--- src/verilog/logic_op_pkg.sv ---
package logic_op_pkg;

  // Widths
  localparam int DATA_W = 8;
  localparam int ADDR_W = 4;

  // Register map of the plain register port
  localparam logic [3:0] REG_WORK   = 4'h0;
  localparam logic [3:0] REG_FLAGS  = 4'h1;
  localparam logic [3:0] REG_RESULT = 4'h2;
  localparam logic [3:0] REG_STATUS = 4'h3;
  localparam logic [3:0] REG_COUNT  = 4'h4;

  // Flag register field positions
  localparam int FLAG_ZERO_BIT  = 0;
  localparam int FLAG_CARRY_BIT = 1;
  localparam int FLAG_HALF_BIT  = 2;
  localparam int FLAG_WRAP_BIT  = 3;

  // Status register field positions
  localparam int STAT_ACC_BIT     = 0;
  localparam int STAT_MEM_BIT     = 1;
  localparam int STAT_IO_BIT      = 2;
  localparam int STAT_ILLEGAL_BIT = 3;

  // Reset values
  localparam logic [7:0] WORK_RST   = 8'h00;
  localparam logic [3:0] FLAGS_RST  = 4'h0;
  localparam logic [7:0] RESULT_RST = 8'h00;
  localparam logic [3:0] STATUS_RST = 4'h0;
  localparam logic [7:0] COUNT_RST  = 8'h00;
  localparam logic [7:0] ONE_BYTE   = 8'h01;
  localparam logic [7:0] ZERO_BYTE  = 8'h00;

  // Operations handled by this slice
  typedef enum logic [3:0] {
    OP_NOP,
    OP_AND_A_IMM,
    OP_AND_A_MEM,
    OP_AND_MEM_A,
    OP_OR_A_IMM,
    OP_OR_A_MEM,
    OP_OR_MEM_A,
    OP_XOR_A_IMM,
    OP_XOR_A_MEM,
    OP_XOR_MEM_A,
    OP_XOR_IO_A,
    OP_NOT_A,
    OP_NOT_MEM,
    OP_NEG_A,
    OP_NEG_MEM
  } op_t;

  typedef enum logic [1:0] {SRC_NONE, SRC_IMM, SRC_MEM, SRC_IO} src_t;
  typedef enum logic [2:0] {FN_PASS, FN_AND, FN_OR, FN_XOR, FN_NOT, FN_NEG} fn_t;

  // Second operand source
  function automatic src_t op_source(input op_t op);
    unique case (op)
      OP_AND_A_IMM, OP_OR_A_IMM, OP_XOR_A_IMM:                  op_source = SRC_IMM;
      OP_AND_A_MEM, OP_AND_MEM_A, OP_OR_A_MEM, OP_OR_MEM_A,
      OP_XOR_A_MEM, OP_XOR_MEM_A, OP_NOT_MEM, OP_NEG_MEM:       op_source = SRC_MEM;
      OP_XOR_IO_A:                                              op_source = SRC_IO;
      default:                                                  op_source = SRC_NONE;
    endcase
  endfunction : op_source

  // Logic function
  function automatic fn_t op_fn(input op_t op);
    unique case (op)
      OP_AND_A_IMM, OP_AND_A_MEM, OP_AND_MEM_A:              op_fn = FN_AND;
      OP_OR_A_IMM, OP_OR_A_MEM, OP_OR_MEM_A:                 op_fn = FN_OR;
      OP_XOR_A_IMM, OP_XOR_A_MEM, OP_XOR_MEM_A, OP_XOR_IO_A: op_fn = FN_XOR;
      OP_NOT_A, OP_NOT_MEM:                                  op_fn = FN_NOT;
      OP_NEG_A, OP_NEG_MEM:                                  op_fn = FN_NEG;
      default:                                               op_fn = FN_PASS;
    endcase
  endfunction : op_fn

  // Destination decode
  function automatic logic op_to_acc(input op_t op);
    op_to_acc = (op == OP_AND_A_IMM) || (op == OP_AND_A_MEM) || (op == OP_OR_A_IMM) ||
                (op == OP_OR_A_MEM) || (op == OP_XOR_A_IMM) || (op == OP_XOR_A_MEM) ||
                (op == OP_NOT_A) || (op == OP_NEG_A);
  endfunction : op_to_acc

  function automatic logic op_to_mem(input op_t op);
    op_to_mem = (op == OP_AND_MEM_A) || (op == OP_OR_MEM_A) || (op == OP_XOR_MEM_A) ||
                (op == OP_NOT_MEM) || (op == OP_NEG_MEM);
  endfunction : op_to_mem

  function automatic logic op_to_io(input op_t op);
    op_to_io = (op == OP_XOR_IO_A);
  endfunction : op_to_io

  // Every form except the IO one and the no-op touches the zero flag
  function automatic logic op_sets_zero(input op_t op);
    op_sets_zero = op_to_acc(op) || op_to_mem(op);
  endfunction : op_sets_zero

  function automatic logic is_zero(input logic [7:0] v);
    is_zero = (v == ZERO_BYTE);
  endfunction : is_zero

endpackage : logic_op_pkg

--- src/verilog/alu_if.sv ---
`timescale 1ns/1ps
// Operands in, result and destination decode out
interface alu_if;
  import logic_op_pkg::*;
  op_t        op;
  logic [7:0] acc;
  logic [7:0] imm;
  logic [7:0] mem;
  logic [7:0] io;
  logic [7:0] result;
  logic       zero;
  logic       to_acc;
  logic       to_mem;
  logic       to_io;
  logic       upd_zero;

  modport core (output op, acc, imm, mem, io,
                input  result, zero, to_acc, to_mem, to_io, upd_zero);
  modport unit (input  op, acc, imm, mem, io,
                output result, zero, to_acc, to_mem, to_io, upd_zero);
endinterface : alu_if

--- src/verilog/logic_op_alu.sv ---
// Chosen here: the placing of the registers and the address-and-strobe port.
`timescale 1ns/1ps
module logic_op_alu
  import logic_op_pkg::*;
(
  input  wire logic              clk_in,
  input  wire logic              rst_in,
  // Operation strobe from the instruction decoder
  input  wire logic              op_valid_in,
  input  wire logic [3:0]        op_in,
  input  wire logic [7:0]        imm_in,
  input  wire logic [7:0]        mem_rdata_in,
  input  wire logic [7:0]        io_rdata_in,
  // Write-back towards data memory and IO registers
  output logic                   mem_we_out,
  output logic [7:0]             mem_wdata_out,
  output logic                   io_we_out,
  output logic [7:0]             io_wdata_out,
  output logic                   done_out,
  // Core state seen by the rest of the core
  output logic [7:0]             work_register_out,
  output logic                   zero_flag_out,
  output logic                   carry_flag_out,
  output logic                   half_borrow_bit_out,
  output logic                   signed_wrap_bit_out,
  // Plain register port
  input  wire logic [ADDR_W-1:0] addr_in,
  input  wire logic [7:0]        wr_data_in,
  input  wire logic              wr_in,
  input  wire logic              rd_in,
  output logic [7:0]             rd_data_out
);

  ////////////////////////////////////////////////////////////////////////////
  // Declarations
  alu_if      unit_if ();

  op_t        op;
  logic       legal;
  logic       fire;

  logic [7:0] work_register_q;
  logic [7:0] work_register_d;
  logic [3:0] flags_q;
  logic [3:0] flags_d;
  logic [7:0] result_q;
  logic [7:0] result_d;
  logic [3:0] status_q;
  logic [3:0] status_d;
  logic [7:0] count_q;
  logic [7:0] count_d;

  logic       mem_we_q;
  logic       mem_we_d;
  logic [7:0] mem_wdata_q;
  logic [7:0] mem_wdata_d;
  logic       io_we_q;
  logic       io_we_d;
  logic [7:0] io_wdata_q;
  logic [7:0] io_wdata_d;
  logic       done_q;
  logic       done_d;

  logic [7:0] rd_data_q;
  logic [7:0] rd_data_d;

  logic       wr_work;
  logic       wr_flags;
  logic       wr_status;

  ////////////////////////////////////////////////////////////////////////////
  // Opcode check; codes past the last operation count as illegal
  always_comb begin
    legal = (op_in <= 4'(OP_NEG_MEM));
    op    = legal ? op_t'(op_in) : OP_NOP;
    fire  = op_valid_in && legal && (op != OP_NOP);
  end

  // Feed the combinational logic unit
  assign unit_if.op  = op;
  assign unit_if.acc = work_register_q;
  assign unit_if.imm = imm_in;
  assign unit_if.mem = mem_rdata_in;
  assign unit_if.io  = io_rdata_in;

  logic_unit u_unit (
    .port (unit_if.unit)
  );

  // Register port write decode
  assign wr_work   = wr_in && (addr_in == REG_WORK);
  assign wr_flags  = wr_in && (addr_in == REG_FLAGS);
  assign wr_status = wr_in && (addr_in == REG_STATUS);

  ////////////////////////////////////////////////////////////////////////////
  // Work register and flags
  // An operation in the same cycle as a software write wins, so the
  // instruction stream never loses a result to a debug poke.
  always_comb begin
    work_register_d = work_register_q;
    flags_d         = flags_q;
    if (wr_work) begin
      work_register_d = wr_data_in;
    end
    if (wr_flags) begin
      flags_d = wr_data_in[3:0];
    end
    if (fire && unit_if.to_acc) begin
      work_register_d = unit_if.result;
    end
    // Carry, half-borrow and signed-wrap bits change only on a flags write, never from an operation
    if (fire && unit_if.upd_zero) begin
      flags_d[FLAG_ZERO_BIT] = unit_if.zero;
    end
  end

  always_ff @(posedge clk_in) begin
    if (rst_in) begin
      work_register_q <= WORK_RST;
      flags_q         <= FLAGS_RST;
    end else begin
      work_register_q <= work_register_d;
      flags_q         <= flags_d;
    end
  end

  ////////////////////////////////////////////////////////////////////////////
  // Memory and IO write-back, one-cycle pulses after the operation
  always_comb begin
    mem_we_d    = fire && unit_if.to_mem;
    io_we_d     = fire && unit_if.to_io;
    done_d      = fire;
    mem_wdata_d = mem_wdata_q;
    io_wdata_d  = io_wdata_q;
    if (mem_we_d) begin
      mem_wdata_d = unit_if.result;
    end
    if (io_we_d) begin
      io_wdata_d = unit_if.result;
    end
  end

  always_ff @(posedge clk_in) begin
    if (rst_in) begin
      mem_we_q    <= 1'b0;
      mem_wdata_q <= ZERO_BYTE;
      io_we_q     <= 1'b0;
      io_wdata_q  <= ZERO_BYTE;
      done_q      <= 1'b0;
    end else begin
      mem_we_q    <= mem_we_d;
      mem_wdata_q <= mem_wdata_d;
      io_we_q     <= io_we_d;
      io_wdata_q  <= io_wdata_d;
      done_q      <= done_d;
    end
  end

  ////////////////////////////////////////////////////////////////////////////
  // Last result, destination status and operation count
  // Illegal-code bit is sticky; a new illegal code beats a clear.
  always_comb begin
    result_d = result_q;
    status_d = status_q;
    count_d  = count_q;
    if (wr_status && wr_data_in[STAT_ILLEGAL_BIT]) begin
      status_d[STAT_ILLEGAL_BIT] = 1'b0;
    end
    if (op_valid_in && !legal) begin
      status_d[STAT_ILLEGAL_BIT] = 1'b1;
    end
    if (fire) begin
      result_d                = unit_if.result;
      status_d[STAT_ACC_BIT]  = unit_if.to_acc;
      status_d[STAT_MEM_BIT]  = unit_if.to_mem;
      status_d[STAT_IO_BIT]   = unit_if.to_io;
      count_d                 = count_q + ONE_BYTE;
    end
  end

  always_ff @(posedge clk_in) begin
    if (rst_in) begin
      result_q <= RESULT_RST;
      status_q <= STATUS_RST;
      count_q  <= COUNT_RST;
    end else begin
      result_q <= result_d;
      status_q <= status_d;
      count_q  <= count_d;
    end
  end

  ////////////////////////////////////////////////////////////////////////////
  // Register read, data valid only in the cycle after the strobe
  always_comb begin
    rd_data_d = ZERO_BYTE;
    if (rd_in) begin
      unique case (addr_in)
        REG_WORK:   rd_data_d = work_register_q;
        REG_FLAGS:  rd_data_d = {4'h0, flags_q};
        REG_RESULT: rd_data_d = result_q;
        REG_STATUS: rd_data_d = {4'h0, status_q};
        REG_COUNT:  rd_data_d = count_q;
        default:    rd_data_d = ZERO_BYTE;   // Unmapped reads as zero
      endcase
    end
  end

  always_ff @(posedge clk_in) begin
    if (rst_in) begin
      rd_data_q <= ZERO_BYTE;
    end else begin
      rd_data_q <= rd_data_d;
    end
  end

  ////////////////////////////////////////////////////////////////////////////
  // Outputs, all from flip-flops
  assign mem_we_out          = mem_we_q;
  assign mem_wdata_out       = mem_wdata_q;
  assign io_we_out           = io_we_q;
  assign io_wdata_out        = io_wdata_q;
  assign done_out            = done_q;
  assign work_register_out   = work_register_q;
  assign zero_flag_out       = flags_q[FLAG_ZERO_BIT];
  assign carry_flag_out      = flags_q[FLAG_CARRY_BIT];
  assign half_borrow_bit_out = flags_q[FLAG_HALF_BIT];
  assign signed_wrap_bit_out = flags_q[FLAG_WRAP_BIT];
  assign rd_data_out         = rd_data_q;

endmodule : logic_op_alu

--- src/verilog/logic_unit.sv ---
`timescale 1ns/1ps
module logic_unit
  import logic_op_pkg::*;
(
  alu_if.unit port
);

  src_t       src;
  fn_t        fn;
  logic [7:0] operand;
  logic [7:0] value;

  ////////////////////////////////////////////////////////////////////////////
  // Operand select and bitwise function
  always_comb begin
    src     = op_source(port.op);
    fn      = op_fn(port.op);
    operand = ZERO_BYTE;
    unique case (src)
      SRC_IMM:  operand = port.imm;
      SRC_MEM:  operand = port.mem;
      SRC_IO:   operand = port.io;
      SRC_NONE: operand = ZERO_BYTE;
    endcase
    // Complement forms work on the memory byte when it is the source
    unique case (fn)
      FN_AND:  value = port.acc & operand;
      FN_OR:   value = port.acc | operand;
      FN_XOR:  value = port.acc ^ operand;
      FN_NOT:  value = (src == SRC_MEM) ? ~operand : ~port.acc;
      FN_NEG:  value = (src == SRC_MEM) ? (~operand) + ONE_BYTE
                                        : (~port.acc) + ONE_BYTE;
      FN_PASS: value = port.acc;
      default: value = port.acc;
    endcase
  end

  ////////////////////////////////////////////////////////////////////////////
  // Result and destination decode
  assign port.result   = value;
  assign port.zero     = is_zero(value);
  assign port.to_acc   = op_to_acc(port.op);
  assign port.to_mem   = op_to_mem(port.op);
  assign port.to_io    = op_to_io(port.op);
  assign port.upd_zero = op_sets_zero(port.op);

endmodule : logic_unit
--- config.mk ---
export PLATFORM = sky130hd
export DESIGN_NAME = logic_op_alu
export DESIGN_NICKNAME = d
export VERILOG_FILES = /design/src/verilog/logic_op_pkg.sv /design/src/verilog/alu_if.sv /design/src/verilog/logic_op_alu.sv /design/src/verilog/logic_unit.sv
export SDC_FILE = /design/constraint.sdc
export NUM_CORES = 1
export LEC_CHECK = 0
export BUFFER_PORTS_ARGS = -buffer_cell sky130_fd_sc_hd__buf_2
export CELL_PAD_IN_SITES_DETAIL_PLACEMENT = 1
export CELL_PAD_IN_SITES_GLOBAL_PLACEMENT = 1
export CORE_MARGIN = 1
export CORE_UTILIZATION = 41
export DETAILED_ROUTE_END_ITERATION = 7
export MAX_ROUTING_LAYER = met4
export PLACE_DENSITY = 0.87
export SLEW_MARGIN = 20
export SYNTH_ARGS = -nofsm -noshare
export SYNTH_HDL_FRONTEND = slang
export SYNTH_HIERARCHICAL = 1
export SYNTH_SLANG_ARGS = --single-unit
--- constraint.sdc ---
create_clock -name clk_in -period 6.3 [get_ports clk_in]
set_input_delay 1.89 -clock clk_in [delete_from_list [all_inputs] [get_ports clk_in]]
set_output_delay 1.89 -clock clk_in [all_outputs]
set_load 0.02 [all_outputs]
* After elaboration in Yosys (flattened, before gate mapping)
Memory sizes are Yosys's and may differ from the RTL's.
Index checks and enable logic that the tools add are counted.
** Cells by class
- Reduce and logical (&&, ||, !) cells :: 32
- $lt $le $gt $ge :: 1
- Equal/unequal tests :: 26
- Bitwise operators :: 6
- Muxes and demuxes :: 12
- $add $sub $neg :: 3
** Operators by type and width (number)
- one-hot mux 8 bit (5 select lines) :: 2
- 2-to-1 mux 8 bit :: 4
- one-hot mux 8 bit (4 select lines) :: 1
- equality test 4 bit (second input constant) :: 7
- adder 8 x 1 -> 8 bit (second input constant) :: 3
- equality test 4 x 3 -> 1 bit (second input constant) :: 5
- equality test 4 x 2 -> 1 bit (second input constant) :: 4
- NOT 8 bit :: 2
- logical OR 1 bit :: 12
- logical AND 1 bit :: 11
- bitwise AND 8 bit :: 1
- equality test 4 x 1 -> 1 bit (second input constant) :: 2
- zero test 8 bit :: 1
- bitwise OR 8 bit :: 1
- bitwise XOR 8 bit :: 1
- equality test 3 x 2 -> 1 bit (second input constant) :: 2
- equality test 3 bit (second input constant) :: 2
- nonzero test 2 bit :: 3
- equality test 2 bit (second input constant) :: 2
- less-or-equal comparator 4 bit (second input constant) :: 1
- zero test 4 bit :: 1
- 2-to-1 mux 1 bit :: 4
- 2-to-1 mux 4 bit :: 1
- nonzero test 4 bit :: 1
- 6 further kinds :: 6
** Storage, ports and cells
- ROM bits :: 80
- Input bits :: 45
- Word-level logic and storage cells :: 95
- Output and inout bits :: 39
- Register bits :: 59
- Memories :: 2
** Memory list
- (no name shown) :: words 16, width 3, read ports 1, clocked after memory_dff 0, write ports 0, RTL line logic_op_pkg.sv:70 : unique case (op)
- (no name shown) :: words 16, width 2, read ports 1, clocked after memory_dff 0, write ports 0, RTL line logic_op_pkg.sv:59 : unique case (op)

* Depth between registers and ports, before layout
Gate-level depths: netlist of the first run.
- Depth after elaboration :: 13
- Gate-level depth with buffers :: 20

* Hierarchy
The synthesis of the first run kept the hierarchy.
** Modules (own cells, without submodules)
- logic_op_alu :: area each 2518.7 um^2, cells an instance 275, times used 1, sequential area each 1181.1 um^2
- logic_unit :: area each 1525.2 um^2, cells an instance 208, times used 1, sequential area each 0.0 um^2

* Least setup slack after synthesis of the first run
Ideal clock, no wire load.
- Path kind :: in2reg
- From :: input op_in[2]
- To :: register flags_q[0]
- Arrival time :: 5738 ps
- Setup slack :: 477 ps
- Required time :: 6214 ps
- Stages on the path :: 20
- Library setup time :: 86 ps
- Path through :: nand4_1 and2_1 inv_1 ha_1 inv_1 mux4_2 nor2_2 buf_6 mux2i_1 ha_1 nand2b_1 nor3_1 nor4b_1 o21ai_1 a41oi_1 nor2_1 or4b_1 nor4_2 nor3b_1 a211oi_1
** Between the ends
- Elaborated cells on any way between the ends :: 54
- Classes of those cells :: add/sub: 1; order compare: 1; eq/ne: 21; mux: 6; bitwise: 4; reduce/logical: 19; memory: 2
** RTL lines
- start: declaration :: RTL line logic_op_alu.sv:10 : input wire logic [3:0] op_in,
- less-or-equal comparator 4 bit * :: RTL line logic_op_alu.sv:74 : legal = (op_in <= 4'(OP_NEG_MEM));
- 2-to-1 mux 4 bit * :: RTL line logic_op_alu.sv:75 : op = legal ? op_t'(op_in) : OP_NOP;
- net op[0] :: RTL line logic_op_alu.sv:38 : op_t op;
- memory read (16 x 2 bit)
- equality test 2 bit (tied with other cells) :: RTL line logic_unit.sv:19 : unique case (src)
- one-hot mux 8 bit (4 select lines) :: RTL line logic_unit.sv:19
- NOT 8 bit :: RTL line logic_unit.sv:30, logic_unit.sv:31
- adder 8 x 1 -> 8 bit :: RTL line logic_unit.sv:31 : FN_NEG: value = (src == SRC_MEM) ? (~operand) + ONE_BYTE
- 2-to-1 mux 8 bit :: RTL line logic_unit.sv:31
- one-hot mux 8 bit (5 select lines) * :: RTL line logic_unit.sv:26 : unique case (fn)
- net unit_if.result[6] :: RTL line alu_if.sv:10 : logic [7:0] result;
- zero test 8 bit * :: RTL line logic_op_pkg.sv:102 : is_zero = (v == ZERO_BYTE);
- net unit_if.zero :: RTL line alu_if.sv:11 : logic zero;
- 2-to-1 mux 1 bit * :: RTL line logic_op_alu.sv:112 : if (fire && unit_if.upd_zero) begin
- end signal: assignment :: RTL line logic_op_alu.sv:123 : flags_q <= flags_d;
- end: declaration :: RTL line logic_op_alu.sv:44 : logic [3:0] flags_q;
The timed path passes the listed nets; every way through them passes the cells marked *.
A chain may end at the register's enable or synchronous reset.

* Worst setup path after layout of the first run
Same ends and word-level chain as after synthesis.

==> results of run 1 <==
## final cells by class
cell class              instances  area (um^2)  area share (%)
clock buffers                  11          151            3.19
clock inverters                 5         37.5           0.792
inverters                      19         73.8            1.56
multi-input cells             378         2610            55.0
flip-flops and latches         59         1180            24.9
well taps                     129          161            3.40
repair buffers                 98          528            11.1
## synth_stat cells (3+ instances only)
cell / instances / area share (%)
nor2_1: 62 / 5.8
dfxtp_1: 59 / 29
nand2_1: 51 / 4.7
mux2i_1: 32 / 7.9
a21oi_1: 28 / 3.5
ha_1: 20 / 6.2
inv_1: 18 / 1.7
o21ai_0: 13 / 1.6
nand3_1: 12 / 1.5
buf_6: 8 / 2.2
clkbuf_1: 8 / 0.74
mux2_2: 8 / 2.2
a311oi_1: 7 / 1.5
and2_1: 7 / 1.1
nor3_1: 7 / 0.87
o21a_1: 7 / 1.3
a22oi_1: 6 / 1.1
nand4_1: 6 / 0.93
nor4_1: 6 / 0.93
o211ai_1: 6 / 1.1
xnor2_1: 6 / 1.3
a211oi_1: 5 / 0.93
a222oi_1: 5 / 1.2
buf_2: 5 / 0.62
a221oi_1: 4 / 0.87
a22o_1: 4 / 0.87
nand2b_1: 4 / 0.62
a21o_1: 3 / 0.56
and3_1: 3 / 0.46
nor2b_1: 3 / 0.46
nor3b_1: 3 / 0.56
nor4b_1: 3 / 0.65
o21ai_1: 3 / 0.37
o22ai_1: 3 / 0.46
or3_1: 3 / 0.46
xor2_1: 3 / 0.65
## sequential cells by signal, indices dropped and copies added (netlist names)
signal	flops
count_q	8
done_out	1
flags_q	4
io_wdata_out	8
io_we_out	1
mem_wdata_out	8
mem_we_out	1
rd_data_out	8
result_q	8
status_q	4
work_register_out	8
## cells by family after synthesis
logic type,after synthesis,synth area share [%]
compound gates,116,20.8
mux,42,11.3
buf+inv,46,6.65
fa+ha+maj,20,6.19
flops,59,29.2
simple gates,191,23.9
xor+xnor,9,1.95
## worst max path at each step
| stage | end | depth (start not counted) |
|---|---|---|
| global route | flags_q[0] | 20 |
| detailed placement | flags_q[0] | 19 |
| global placement | flags_q[0] | 20 |
| floorplan | flags_q[0] | 20 |
| CTS | flags_q[0] | 19 |
| finish | flags_q[0] | 19 |
## power by group
part / internal, W / total [W] / switching, W / leakage, nW
logic: 0.000141 / 0.000361 / 0.000219 / 1.43
registers: 0.000393 / 0.000419 / 0.0000263 / 0.480
clock network: 0.000164 / 0.000327 / 0.000162 / 0.0915
## metal layers
metal	part of all wire, %	vias up
met3	7.1	21
met5	0	-
li1	-	1934
met1	45	1949
met4	1.5	0
met2	47	171
## critical path, cell delays in order
cell and delay [ps]:
buf_2 120, nand4_1 130, and2_1 210, inv_1 100, ha_1 410, mux4_2 610, nor2_2 400, nand2_1 100
o21a_1 150, ha_1 310, nand2_1 60, o21ai_0 70, a222oi_1 250, a41oi_1 200, nor2_1 140, or4b_1 470
nor4_2 150, nor3b_1 80, a211oi_1 210
## through the flow
step                instances  util, %  area (um^2)  total power (W)
global placement          683     48.3         4540         0.000766
global route              699     50.4         4740          0.00116
CTS                       699     50.3         4730          0.00110
floorplan                 483        -         4040         0.000659
finish                    699     50.4         4740          0.00111
detailed placement        683     48.3         4540         0.000780
==> run_results.csv, run 1 <==
group,metric,value,unit
yosys,avgSynthCellArea,8.37,um^2
floorplan,rows,35,
power,p_leak,2.00,nW
setup_path,cp-start-kind,"primary input",
setup_path,path_class,"primary input to register",
timing,layout_setup_ws,458,ps
clock_tree,clk_path_buf_depth,2,
timing,final.min_clock_period,5840,ps
routing,via_count,4075,
finish,fillers,1174,
grt,top_usage_layer,"met2",
clock_tree,clk_pin_slew,80,ps
grt,use_met2,46.1,%
worst_hold_path,hp-start,"result_q[3]",
timing,setup-tns-final,0,ps
timing,slew_headroom,38.9,%
yosys,yosysSeqAreaShare,29.2,%
routing,routed_wirelength,13.5,mm
yosys,synth_cell_types,75,
timing,worst_pin_slew,916,ps
clock_tree,clk_latency,350,ps
timing,fin_crit_sh,92.7,%
placed_design,portBuffers,83,
yosys,yosys_register_bits,59,
clock_tree,cts_sinks,59,
setup_path,end_kind,"register",
clock_tree,cts_tree,"done",
finish,mostFrequentLayoutCells,"83 x buf_2, 62 x nor2_1, 59 x dfxtp_1, 51 x nand2_1, 32 x mux2i_1",
grt,grt_pass1_vias,4057,
timing,final-setup-viol-count,0,
timing,skew,16.4,ps
clock_tree,clockRootBuffer,"clkbuf_8",
floorplan,die_h,101,um
yosys,synth_cells,483,
timing,drv_slew,0,
timing,grt_setup_unrepaired,"no",
worst_hold_path,min_path_type,"register to register",
floorplan,die-area,0.0103,mm^2
floorplan,fp.dieW,101,um
finish,final_common_cell,"buf_2",
worst_hold_path,min_to,"result_q[3]",
timing,holdWs,467,ps
floorplan,core,0.00942,mm^2
run,drv_cap,0,
routing,first_pass_iters,5,
routing,first_iter_violations,222,
grt,grt_overflow,0,
yosys,async_flop_share,0,%
clock_tree,cts_buffers,9,
setup_path,reg2reg_to,"flags_q[0]",
clock_tree,htreeDepth,3,
routing,routedWlPerCell,19.3,um
placed_design,dp_slack,179,ps
grt,grt_pass1_wl,21.8,mm
outcome,status,"completed",
worst_hold_path,min_path_cells,2,
placed_design,gp_congestion,0.923,
setup_path,rrSetupSlack,3410,ps
grt,grt_max_degree,52,
finish,area_delta_synth_final,17.2,%
yosys,synth-edff-count,0,
yosys,synth_warnings,6,
finish,drive_gt1_share,25.8,%
grt,antenna_found_initial,0,
setup_path,worstPathArrival,6090,ps
floorplan,io_pins,84,
finish,antenna_cells,0,
floorplan,initial_utilization,43.0,%
placed_design,dp_hpwl,10.0,mm
grt,use_met3,6.49,%
power,ir_drop,0.152,mV
clock_tree,cts_setup_buffers,0,
setup_path,required,6550,ps
grt,grtUsageMet1,36.8,%
setup_path,reg2reg_depth,12,
yosys,syn_nets,548,
setup_path,crit_path_max_fanout,9,
timing,hold_viol_final,0,
routing,ant_nets,0,
clock_tree,ctsResizeCount,0,
yosys,syn_area,0.00404,mm^2
power,powerDensity,233,mW/mm^2
routing,vias_per_cell,5.83,
yosys,synth_top_flop_cell,"dfxtp_1",
setup_path,regToRegStartpoint,"work_register_out[0]",
finish,final_nets,630,
routing,drc_errors,0,
setup_path,crit_path_start,"op_in[2]",
timing,fmax,171,MHz
clock_tree,hold_buffers,0,
grt,track_usage,28.7,%
No activity file was read; power rests on OpenSTA's default activity.
==> run 2: changes to the inputs <==
--- a/config.mk
+++ b/config.mk
@@ -5,7 +5,7 @@
 export SDC_FILE = /design/constraint.sdc
 export NUM_CORES = 1
 export LEC_CHECK = 0
-export BUFFER_PORTS_ARGS = -buffer_cell sky130_fd_sc_hd__buf_2
+export BUFFER_PORTS_ARGS = -buffer_cell sky130_fd_sc_hd__buf_4
 export CELL_PAD_IN_SITES_DETAIL_PLACEMENT = 1
 export CELL_PAD_IN_SITES_GLOBAL_PLACEMENT = 1
 export CORE_MARGIN = 1
==> run_results.csv, run 2 (same netlist as run 1, synthesis figures left out) <==
group,metric,value,unit
routing,routedWlPerCell,19.5,um
run,drv_cap,0,
timing,setup-tns-final,0,ps
routing,first_pass_iters,5,
setup_path,path_cells,"buf_4 -> nand4_1 -> and2_1 -> inv_1 -> ha_1 -> mux4_2 -> nor2_2 -> nand2_1 -> o21a_1 -> ha_1 -> nand2_1 -> o21ai_0 -> a222oi_1 -> a41oi_1 -> nor2_1 -> or4b_1 -> nor4_2 -> nor3b_1 -> a211oi_1",
grt,grt_max_degree,52,
finish,regArea,0.00118,mm^2
clock_tree,clk_pin_slew,70,ps
timing,worst_pin_slew,797,ps
power,ir_drop,0.162,mV
placed_design,gp_congestion,0.916,
clock_tree,clk_latency,340,ps
floorplan,initial_utilization,43.0,%
setup_path,end_kind,"register",
clock_tree,clk_path_buf_depth,2,
timing,final.min_clock_period,5780,ps
finish,design_area,0.00500,mm^2
placed_design,place_area,0.00477,mm^2
finish,area_delta_synth_final,23.7,%
placed_design,dp_slack,242,ps
clock_tree,hold_buffers,0,
clock_tree,cts_setup_buffers,0,
floorplan,io_pins,84,
setup_path,reg2reg_to,"flags_q[0]",
clock_tree,htreeDepth,3,
setup_path,critPathSlowestCell,"mux4_2",
timing,grt_setup_unrepaired,"no",
worst_hold_path,min_path_type,"register to register",
finish,final_common_cell,"buf_4",
finish,fillers,1157,
timing,slew_headroom,46.9,%
routing,vias_per_cell,5.93,
placed_design,portBuffers,83,
routing,routed_wirelength,13.7,mm
finish,drive_gt1_share,25.9,%
setup_path,regToRegStartpoint,"work_register_out[1]",
worst_hold_path,hp-start,"result_q[4]",
setup_path,crit_path_max_fanout,9,
routing,via_count,4157,
clock_tree,cts_buffers,9,
routing,first_iter_violations,264,
setup_path,cp-start-kind,"primary input",
timing,layout_setup_ws,520,ps
timing,final-setup-viol-count,0,
placed_design,dp_hpwl,10.2,mm
power,powerDensity,237,mW/mm^2
worst_hold_path,min_to,"result_q[4]",
routing,drc_errors,0,
timing,holdWs,461,ps
outcome,status,"completed",
grt,grt_overflow,0,
floorplan,core,0.00942,mm^2
setup_path,required,6550,ps
grt,antenna_found_initial,0,
timing,drv_slew,0,
setup_path,path_class,"primary input to register",
clock_tree,cts_tree,"done",
power,finalPower,0.00119,W
timing,hold_viol_final,0,
finish,multiInputGateArea,0.00261,mm^2
routing,ant_nets,0,
setup_path,reg2reg_depth,12,
worst_hold_path,min_path_cells,2,
floorplan,die_h,101,um
floorplan,die-area,0.0103,mm^2
clock_tree,cts_sinks,59,
floorplan,fp.dieW,101,um
grt,track_usage,28.1,%
setup_path,slowest_delay,590,ps
grt,grt_pass1_wl,21.4,mm
timing,fmax,173,MHz
finish,mostFrequentLayoutCells,"100 x buf_4, 62 x nor2_1, 59 x dfxtp_1, 51 x nand2_1, 32 x mux2i_1",
setup_path,worstPathArrival,6030,ps
timing,skew,9.37,ps
finish,antenna_cells,0,
setup_path,rrSetupSlack,3350,ps
clock_tree,ctsResizeCount,0,
grt,grt_pass1_vias,4153,
finish,final_nets,632,
timing,fin_crit_sh,91.8,%
power,p_leak,2.07,nW
floorplan,rows,35,
clock_tree,clockRootBuffer,"clkbuf_8",
[run 2: routing by layer]
metal,up-vias,track usage (%),share of wire (%)
li1,1929,-,-
met1,2054,35.7,45
met5,-,-,0
met2,156,45.6,47
met3,18,6.07,6.7
met4,0,6.35,1.3
[run 2: critical path: cells and delay by family]
kind,cells,cell delay [ps]
adders and majority gates,2,630
buffers and inverters,2,220
and+or+nand+nor,9,1830
AOI/OAI and AO/OA,5,880
muxes,1,590
[run 2: how the worst max path moves through the flow]
stage / start / endpoint / slack (ps)
floorplan: op_in[2] / flags_q[0] / 480
global placement: op_in[2] / flags_q[0] / 440
detailed placement: op_in[2] / flags_q[0] / 240
CTS: op_in[2] / flags_q[0] / 540
global route: op_in[2] / flags_q[0] / 300
finish: op_in[2] / flags_q[0] / 520
[run 2: stage by stage]
step | cells | util (%)
after floorplan | 483 | -
after global placement | 685 | 50.6
after detailed placement | 685 | 50.6
after CTS | 701 | 53.0
after global routing | 701 | 53.1
final | 701 | 53.1
[run 2: area by class of cell]
| class | count | share of cell area [%] |
|---|---|---|
| clock inverter | 4 | 1.45 |
| clock buffer | 12 | 3.10 |
| tap | 129 | 3.23 |
| multi-input combinational | 378 | 52.1 |
| sequential | 59 | 23.6 |
| timing repair buffer | 100 | 15.0 |
| inverter | 19 | 1.48 |
[run 2: where the power goes]
part	internal, W	switching (W)
Clock	0.000244	0.000150
Combinational	0.000155	0.000216
Sequential	0.000393	0.0000277
